File: config.mk
export PLATFORM = sky130hd
export DESIGN_NAME = logic_arith_alu_ops
export DESIGN_NICKNAME = d
export VERILOG_FILES = /design/src/logic/alu_ops_pkg.sv /design/src/logic/alu_sub_core.sv /design/src/logic/logic_arith_alu_ops.sv
export SDC_FILE = /design/constraint.sdc
export NUM_CORES = 1
export LEC_CHECK = 0
export BUFFER_PORTS_ARGS = -buffer_cell sky130_fd_sc_hd__buf_2
export CAP_MARGIN = 10
export CORE_ASPECT_RATIO = 2
export CORE_MARGIN = 3
export CORE_UTILIZATION = 61
export CTS_CLUSTER_DIAMETER = 50
export CTS_CLUSTER_SIZE = 25
export DETAILED_ROUTE_END_ITERATION = 10
export GPL_ROUTABILITY_DRIVEN = 0
export GPL_TIMING_DRIVEN = 0
export HOLD_SLACK_MARGIN = 0.03
export PLACE_DENSITY = 0.95
export SYNTH_ARGS = -nofsm -noshare
export SYNTH_HDL_FRONTEND = slang
export SYNTH_SLANG_ARGS = --single-unit
File: constraint.sdc
create_clock -name core_clk -period 1.5 [get_ports core_clk]
set_clock_uncertainty 0.2 [all_clocks]
set_input_delay 0.075 -clock core_clk [delete_from_list [all_inputs] [get_ports core_clk]]
set_output_delay 0.075 -clock core_clk [all_outputs]
set_load 0.02 [all_outputs]
File: src/logic/alu_ops_pkg.sv
// package for the 8-bit arithmetic/logic unit: operation codes and flag layout
// assumes a single core clock and an external register file / status register
package alu_ops_pkg;
    localparam int DATA_W = 8;
    localparam logic [7:0] ALL_ONES = 8'hff;
    localparam logic [7:0] ALL_ZERO = 8'h00;
    localparam logic [7:0] ONE_VAL = 8'h01;
    localparam logic [7:0] MSB_MASK = 8'h80;
    localparam int FLAG_C = 0;
    localparam int FLAG_Z = 1;
    localparam int FLAG_N = 2;
    localparam int FLAG_V = 3;
    localparam int FLAG_H = 4;
    localparam int FLAG_W = 5;
    localparam logic [4:0] FLAGS_RESET = 5'h00;
    typedef enum logic [3:0] {
        OP_NONE,
        subtract_with_borrow_regs,
        subtract_with_borrow_imm,
        and_with_immediate,
        or_with_immediate,
        and_regs,
        or_regs,
        exclusive_or_regs,
        invert_op,
        twos_complement_op,
        set_bits_masked,
        clear_bits_masked,
        add_one_op,
        subtract_one_op
    } alu_op_t;
endpackage

File: src/logic/alu_sub_core.sv
// subtractor with borrow: a - b - cin, with borrow and half-borrow outputs
// assumes purely combinational use by the alu top
`timescale 1ns/1ps
`default_nettype none
module alu_sub_core (
    input wire logic [7:0] a,
    input wire logic [7:0] b,
    input wire logic cin,
    output logic [7:0] diff,
    output logic borrow,
    output logic halfBorrow,
    output logic ovf
);
    logic [8:0] wide;
    logic [4:0] low;
    always_comb begin
        wide = {1'b0, a} - {1'b0, b} - {8'h00, cin};
        low = {1'b0, a[3:0]} - {1'b0, b[3:0]} - {4'h0, cin};
        diff = wide[7:0];
        borrow = wide[8];
        halfBorrow = low[4];
        // signed overflow: operands differ in sign and result sign follows b
        ovf = (a[7] & ~b[7] & ~wide[7]) | (~a[7] & b[7] & wide[7]);
    end
endmodule
`default_nettype wire

File: src/logic/logic_arith_alu_ops.sv
// single-cycle 8-bit alu for subtract, logic, complement and step operations
// assumes opStart pulses one cycle with operands held stable in that cycle
//
// Operation
// - register subtract with borrow, full flags
// - immediate subtract with borrow, full flags
// - and with immediate, Z N V only
// - or with immediate, Z N V only
// - register and/or/xor, Z N V only
// - negate: zero minus destination, full flags
// - masked set ors mask in
// - masked clear ands with inverted mask
// - increment, carry and half-carry kept
// - decrement, carry and half-carry kept
`timescale 1ns/1ps
`default_nettype none
module logic_arith_alu_ops
    import alu_ops_pkg::*;
(
    input wire logic core_clk,
    input wire logic rstn,
    input wire logic opStart,
    input wire alu_ops_pkg::alu_op_t opSel,
    input wire logic [7:0] destIn,
    input wire logic [7:0] srcIn,
    input wire logic [7:0] immIn,
    input wire logic [4:0] flagsIn,
    output logic [7:0] result,
    output logic [4:0] flagsOut,
    output logic done
);
    import alu_ops_pkg::*;

    logic [7:0] subA, subB, subD;
    logic subCin, subBorrow, subHalf, subOvf;
    logic [7:0] next_result;
    logic [4:0] next_flags;

    alu_sub_core u_sub (
        .a(subA),
        .b(subB),
        .cin(subCin),
        .diff(subD),
        .borrow(subBorrow),
        .halfBorrow(subHalf),
        .ovf(subOvf)
    );

    // one shared subtractor covers borrow, negate and decrement paths
    always_comb begin
        subA = destIn;
        subB = srcIn;
        subCin = flagsIn[FLAG_C];
        case (opSel)
            subtract_with_borrow_imm: subB = immIn;
            twos_complement_op: begin
                subA = ALL_ZERO;
                subB = destIn;
                subCin = 1'b0;
            end
            subtract_one_op: begin
                subB = ONE_VAL;
                subCin = 1'b0;
            end
            default: subB = srcIn;
        endcase
    end

    always_comb begin
        next_result = destIn;
        next_flags = flagsIn;
        case (opSel)
            subtract_with_borrow_regs, subtract_with_borrow_imm,
            twos_complement_op: begin
                next_result = subD;
                next_flags[FLAG_C] = subBorrow;
                next_flags[FLAG_H] = subHalf;
                next_flags[FLAG_V] = subOvf;
            end
            and_with_immediate: begin
                next_result = destIn & immIn;
                next_flags[FLAG_V] = 1'b0;
            end
            or_with_immediate, set_bits_masked: begin
                next_result = destIn | immIn;
                next_flags[FLAG_V] = 1'b0;
            end
            clear_bits_masked: begin
                next_result = destIn & (ALL_ONES - immIn);
                next_flags[FLAG_V] = 1'b0;
            end
            and_regs: begin
                next_result = destIn & srcIn;
                next_flags[FLAG_V] = 1'b0;
            end
            or_regs: begin
                next_result = destIn | srcIn;
                next_flags[FLAG_V] = 1'b0;
            end
            exclusive_or_regs: begin
                next_result = destIn ^ srcIn;
                next_flags[FLAG_V] = 1'b0;
            end
            invert_op: begin
                next_result = ALL_ONES - destIn;
                // complement always reports carry set, overflow cleared
                next_flags[FLAG_C] = 1'b1;
                next_flags[FLAG_V] = 1'b0;
            end
            add_one_op: begin
                next_result = destIn + ONE_VAL;
                next_flags[FLAG_V] = (destIn == (MSB_MASK - ONE_VAL));
            end
            subtract_one_op: begin
                next_result = subD;
                next_flags[FLAG_V] = (destIn == MSB_MASK);
            end
            default: next_result = destIn;
        endcase
        next_flags[FLAG_Z] = (next_result == ALL_ZERO);
        next_flags[FLAG_N] = next_result[7];
        if (opSel == OP_NONE) begin
            next_flags = flagsIn;
        end
    end

    // results land one edge after the request: single-clock completion
    always_ff @(posedge core_clk or negedge rstn) begin
        if (!rstn) begin
            result <= ALL_ZERO;
            flagsOut <= FLAGS_RESET;
        end else if (opStart) begin
            result <= next_result;
            flagsOut <= next_flags;
        end
    end

    always_ff @(posedge core_clk or negedge rstn) begin
        if (!rstn) begin
            done <= 1'b0;
        end else begin
            done <= opStart && (opSel != OP_NONE);
        end
    end

    property p_one_clock;
        @(posedge core_clk) disable iff (!rstn)
        (opStart && opSel != OP_NONE) |=> done;
    endproperty
    a_one_clock: assert property (p_one_clock) else $error("no done after op");

    property p_sub_borrow_regs;
        @(posedge core_clk) disable iff (!rstn)
        (opStart && opSel == subtract_with_borrow_regs) |=>
        result == 8'($past(destIn) - $past(srcIn) - {7'h00, $past(flagsIn[FLAG_C])});
    endproperty
    a_sub_borrow_regs: assert property (p_sub_borrow_regs) else $error("borrow sub wrong");

    property p_sub_borrow_imm;
        @(posedge core_clk) disable iff (!rstn)
        (opStart && opSel == subtract_with_borrow_imm) |=>
        result == 8'($past(destIn) - $past(immIn) - {7'h00, $past(flagsIn[FLAG_C])});
    endproperty
    a_sub_borrow_imm: assert property (p_sub_borrow_imm) else $error("borrow sub imm wrong");

    property p_and_imm;
        @(posedge core_clk) disable iff (!rstn)
        (opStart && opSel == and_with_immediate) |=>
        result == ($past(destIn) & $past(immIn)) && !flagsOut[FLAG_V]
        && flagsOut[FLAG_C] == $past(flagsIn[FLAG_C]);
    endproperty
    a_and_imm: assert property (p_and_imm) else $error("and imm wrong");

    property p_or_imm;
        @(posedge core_clk) disable iff (!rstn)
        (opStart && (opSel == or_with_immediate || opSel == set_bits_masked)) |=>
        result == ($past(destIn) | $past(immIn)) && !flagsOut[FLAG_V];
    endproperty
    a_or_imm: assert property (p_or_imm) else $error("or imm wrong");

    property p_xor;
        @(posedge core_clk) disable iff (!rstn)
        (opStart && opSel == exclusive_or_regs) |=>
        result == ($past(destIn) ^ $past(srcIn)) && !flagsOut[FLAG_V];
    endproperty
    a_xor: assert property (p_xor) else $error("xor wrong");

    property p_com;
        @(posedge core_clk) disable iff (!rstn)
        (opStart && opSel == invert_op) |=> result == ~$past(destIn) && flagsOut[FLAG_C];
    endproperty
    a_com: assert property (p_com) else $error("invert wrong");

    property p_negate;
        @(posedge core_clk) disable iff (!rstn)
        (opStart && opSel == twos_complement_op) |=>
        result == 8'(8'h00 - $past(destIn)) && flagsOut[FLAG_C] == ($past(destIn) != 8'h00);
    endproperty
    a_negate: assert property (p_negate) else $error("negate wrong");

    property p_mask_clear;
        @(posedge core_clk) disable iff (!rstn)
        (opStart && opSel == clear_bits_masked) |=> result == ($past(destIn) & ~$past(immIn));
    endproperty
    a_mask_clear: assert property (p_mask_clear) else $error("masked clear wrong");

    property p_inc;
        @(posedge core_clk) disable iff (!rstn)
        (opStart && opSel == add_one_op) |=> result == 8'($past(destIn) + 8'h01)
        && flagsOut[FLAG_C] == $past(flagsIn[FLAG_C])
        && flagsOut[FLAG_H] == $past(flagsIn[FLAG_H]);
    endproperty
    a_inc: assert property (p_inc) else $error("increment wrong");

    property p_decrement;
        @(posedge core_clk) disable iff (!rstn)
        (opStart && opSel == subtract_one_op) |=> result == 8'($past(destIn) - 8'h01)
        && flagsOut[FLAG_C] == $past(flagsIn[FLAG_C])
        && flagsOut[FLAG_H] == $past(flagsIn[FLAG_H]);
    endproperty
    a_decrement: assert property (p_decrement) else $error("decrement wrong");

    property p_zn;
        @(posedge core_clk) disable iff (!rstn)
        done |-> flagsOut[FLAG_Z] == (result == 8'h00) && flagsOut[FLAG_N] == result[7];
    endproperty
    a_zn: assert property (p_zn) else $error("zero or negative flag wrong");

    property p_logic_v;
        @(posedge core_clk) disable iff (!rstn)
        (opStart && (opSel == and_regs || opSel == or_regs || opSel == clear_bits_masked))
        |=> !flagsOut[FLAG_V];
    endproperty
    a_logic_v: assert property (p_logic_v) else $error("overflow not cleared");

    c_sub_borrow_zero: cover property (@(posedge core_clk) disable iff (!rstn)
        (opStart && opSel == subtract_with_borrow_regs) ##1 flagsOut[FLAG_Z]);
    c_negate_ovf: cover property (@(posedge core_clk) disable iff (!rstn)
        (opStart && opSel == twos_complement_op) ##1 flagsOut[FLAG_V]);
    c_inc_wrap: cover property (@(posedge core_clk) disable iff (!rstn)
        (opStart && opSel == add_one_op) ##1 (done && result == 8'h00));
    c_back_to_back: cover property (@(posedge core_clk) disable iff (!rstn)
        opStart ##1 opStart);
endmodule
`default_nettype wire

==> flow_summary.toml, run 1 <==
[run_status]
status = "aborted with a tool error"
haltStage = "5_1_grt"
error = "[ERROR GRT-0232] Routing congestion too high. Check the congestion heatmap in the GUI."

[sta]
crit_endpoint = "flagsOut[1]$_DFFE_PN0P_/D"
worstEpCategory = "register data pin"

[synth]
yosysTopAreaCell = "dfrtp_1"
synth_async_sr_flop_share_pct = 100
synth_edf_count = 0
seq_area_frac_synth_pct = 14.1
syn_area_per_cell_um2 = 7.01
synthTopCellsByArea = "dfrtp_1, ha_1, a21oi_1"
ys_seq_elements = 14
ys_types = 66
synthFlopType = "dfrtp_1"
yosys_warnings = 0
syn_area_um2 = 2480
syn_inst = 354
yosys.area.top_type_share_pct = 14.1
syn_nets = 406

[clock_network]
htreeDepth = 1
cts.sinks = 14
numCtsBuffers = 3
cts_root_buffer = "clkbuf_8"
cts_max_path_buffers = 2

[floorplan]
io-pin-count = 50
row_count = 32
start_util_pct = 63.9
die_w_um = 51.1
chipHeight_um = 96.2

[placement]
io_buffers = 47
dp_cells = 452
post_dp_cell_area_um2 = 2920
dp_hpwl_um = 7180

[grt]
grt_max_degree = 15
grt_usage_pct = 58.2
grt_overflow_total = 3
## synthesized netlist by cell type (4+ instances only)
cell and count:
xor2_1 6, or4_1 4, a21oi_1 33, dfrtp_1 14
o21ai_0 25, buf_1 5, mux2i_1 8, nor3_1 7
nand3_1 8, nor2_1 24, a21o_1 7, xnor2_1 4
ha_1 14, a221oi_1 5, and3b_1 4, nand2_1 39
a41oi_1 4, nand4_1 6, nand2b_1 11, clkbuf_1 13
inv_1 22, and3_1 4, buf_2 9, nor2b_1 8
a22oi_1 6
## cells by family after synthesis
| kind of cell | count (synthesis) | share of synthesized area (%) |
|---|---|---|
| and+or+nand+nor | 127 | 26.4 |
| AOI/OAI and AO/OA | 125 | 34.5 |
| buffers and inverters | 51 | 8.17 |
| adders and majority gates | 16 | 8.68 |
| DFF | 14 | 14.1 |
| muxes | 11 | 4.59 |
| xor gates and xnor gates | 10 | 3.53 |
## routing by layer
layer,GRT usage (%),GRT overflow
met5,0,0
met4,61.6,3
met3,31.0,0
met2,83.6,0
met1,55.7,0
## what timing repair did
item	CTS
hold endpoints to repair	18
endpoints found under the setup margin	13
pin swaps	30
resized for setup	46
hold buffers	5
buffers inserted	18
gates cloned	0
## metrics by stage
step                      hold WS [ps]  setup WS [ps]  util, %
after floorplan                   -421          -1960        -
after CTS                         57.3          -1970     86.3
after global placement            -228          -2480     75.2
after detailed placement          -222          -2580     75.2
==> inputs of run 2 (changes only) <==
Settings changed: CORE_ASPECT_RATIO 2 to unset, CORE_UTILIZATION 61 to 40, CTS_CLUSTER_DIAMETER 50 to unset, CTS_CLUSTER_SIZE 25 to unset, HOLD_SLACK_MARGIN 0.03 to unset, PLACE_DENSITY 0.95 to unset, PLACE_DENSITY_LB_ADDON set to 0.15.
==> run 2 against run 1 <==
The flow now finishes, with violations (setup timing). Synthesized area unchanged. Synthesized cell count unchanged.
==> flow_summary.toml, run 2 <==
[final_layout]
final_cell_mix = "buf_2, nand2_1, a21oi_1, buf_4, nor2_1"
final_cells = 513
finalNetCount = 491
fin_area_um2 = 3560
regMostFlops = "result"
layout-drive-gt1-share_pct = 34.5
syn_to_final_growth_pct = 43.6
largest_reg_flops = 8
diodes = 0
mostFrequentLayoutCell = "buf_2"
nFillCells = 562
largest_registers = "result x8, flagsOut x5, done x1"

[synth]
syn_inst = 354
yosys.area.top_type_share_pct = 14.1
ys_types = 66
syn_area_um2 = 2480
synthTopCellsByArea = "dfrtp_1, ha_1, a21oi_1"
synth_compound_area_share_pct = 34.5
synth_edf_count = 0
synthFlopType = "dfrtp_1"
synthSimpleGateAreaFrac_pct = 26.4
seq_area_frac_synth_pct = 14.1
ys_seq_elements = 14
synth-xor-area-share_pct = 3.53
synth_mux_area_share_pct = 4.59
yosysMostFrequentCell = "nand2_1"
synth_async_sr_flop_share_pct = 100
yosys_warnings = 0
syn_area_per_cell_um2 = 7.01
syn_nets = 406
synthAdderAreaFrac_pct = 8.68
synthTopCellsByCount = "nand2_1, a21oi_1, o21ai_0"
yosysTopAreaCell = "dfrtp_1"
synth_top_family_by_area = "compound AO/OA/AOI/OAI gates"

[sta]
layout_min_cycle_time_ps = 3530
worst_pin_slew_ps = 857
fmax_ghz = 0.284
setup_slack_ps = -2030
finalHoldViolCount = 0
slew_violations = 0
hold_ws_ps = 35.4
setup_violations = 13
period_share_pct = 235
max_slew_margin_pct = 42.1
grt_setup_unrepaired = "yes"

[floorplan]
chipHeight_um = 84.7
die_w_um = 84.7
row_count = 28
io-pin-count = 50
die_area_um2 = 7180
start_util_pct = 41.6
core_um2 = 5960

[pwr]
p_per_area_nw_per_um2 = 666
ir_drop_mv = 0.514
total_power_w = 0.00237
leakagePower_nw = 1.56

[clock_network]
cts_root_buffer = "clkbuf_8"
htreeDepth = 1
cts_tree = "built"
clk_pin_slew_ps = 60
worst_skew_pair.late_latency_ps = 240
cts.sinks = 14
cts_max_path_buffers = 2
numCtsBuffers = 3

[run]
max_cap_viol_count = 0

[critical_path]
cp-end-kind = "flip-flop"
r2r_setup_slack_ps = 510
r2r_cells = 2
path_delay_family = "compound AO/OA/AOI/OAI gates"
arrival_ps = 3480
crit_required_ps = 1450
r2r_end = "flagsOut[1]$_DFFE_PN0P_"
reg2reg_from = "flagsOut[1]$_DFFE_PN0P_"
slowest_delay_ps = 430
path_buf_inv = 4
worstSetupPathType = "input pin to flip-flop"
crit_chain = "buf_6, buf_6, nor4b_4, clkbuf_8, a21oi_4, a221o_1, fa_2, inv_2, fa_1, a21oi_1, o22ai_1, a221o_1, o32a_1, nor4_2, nand4_1, o31ai_2"
cp_max_fo = 8
cp-start-kind = "input pin"
cp_slowest_cell = "fa_1"

[detailed_routing]
viasPerCell = 6.38
drt_pass1_iterations = 7
vias = 3272
ant_nets = 0
drc = 0
wl_um = 10100
wl_per_cell_um = 19.6
drtIter0Drc = 634

[grt]
grt_pass1_vias = 3041
antenna_found_initial = 0
grt_overflow_total = 0
grt_max_degree = 15
grt_pass1_wl_um = 15600
grt_usage_pct = 27.1

[run_status]
violations = "setup timing"
status = "complete, but fails checks"

[placement]
dp_slack_ps = -2520
io_buffers = 47
post_dp_cell_area_um2 = 2950
dp_cells = 476
dp_hpwl_um = 7140

[worst_hold_path]
hold_class = "input pin to flip-flop"
hold_end = "flagsOut[0]$_DFFE_PN0P_"
holdCritStartpoint = "opStart"
hold_depth = 4
[run 2: how the worst max path moves through the flow]
stage                     startpoint                       to  depth (start not counted)
after floorplan             opSel[3]  flagsOut[1]$_DFFE_PN0P_                         15
after global placement      opSel[3]    result[7]$_DFFE_PN0P_                         17
after detailed placement    opSel[3]    result[7]$_DFFE_PN0P_                         17
after CTS                   opSel[0]  flagsOut[1]$_DFFE_PN0P_                         16
after global routing        opSel[2]  flagsOut[1]$_DFFE_PN0P_                         14
final                       opSel[0]  flagsOut[1]$_DFFE_PN0P_                         16
[run 2: cells by family (layout without fill, tap and decap cells)]
logic type      Yosys count  count (layout)
fa+ha+maj                16              16
mux                      11              11
xor+xnor                 10              10
flops                    14              14
compound gates          125             125
simple gates            127             127
buf+inv                  51             135
[run 2: power by group]
| part | internal (W) | switching [W] |
|---|---|---|
| Combinational | 0.000677 | 0.000861 |
| Sequential | 0.000438 | 0.0000293 |
| Clock | 0.000232 | 0.000133 |
[run 2: what timing repair did]
item | CTS | global route
gates resized for setup | 37 | 28
hold buffers | 5 | 0
gates cloned | 0 | 0
setup buffers | 20 | 8
pin swaps | 24 | 11
endpoints found under the setup margin | 13 | 14
hold endpoints to repair | 18 | 0
[run 2: through the flow]
| step | TNS (ps) | utilization (%) |
|---|---|---|
| floorplan | -18830 | - |
| global placement | -26920 | 49.5 |
| detailed placement | -27200 | 49.5 |
| CTS | -21180 | 56.8 |
| global route | -22090 | 59.8 |
| finish | -21150 | 59.8 |
[run 2: worst min-delay path, stage by stage]
cell and delay [ps]:
buf_2 130, o21ai_0 70, a21o_1 90, o21ai_0 70
[run 2: cell type report]
| type | count | area (um2) | share of cell area, % |
|---|---|---|---|
| Buffer | 27 | 191 | 5.38 |
| Clock buffer | 4 | 55.1 | 1.55 |
| Inverter | 24 | 90.1 | 2.53 |
| Multi-Input combinational cell | 289 | 2250 | 63.3 |
| Sequential cell | 14 | 350 | 9.84 |
| Tap cell | 75 | 93.8 | 2.64 |
| Timing Repair Buffer | 80 | 527 | 14.8 |
[run 2: routing by layer]
metal	wire (um)	global-route usage (%)
met5	0	0
met4	423	9.78
met3	1270	7.56
met2	4420	41.9
met1	3950	35.9
Note: power is estimated with default switching activity, not from simulation.
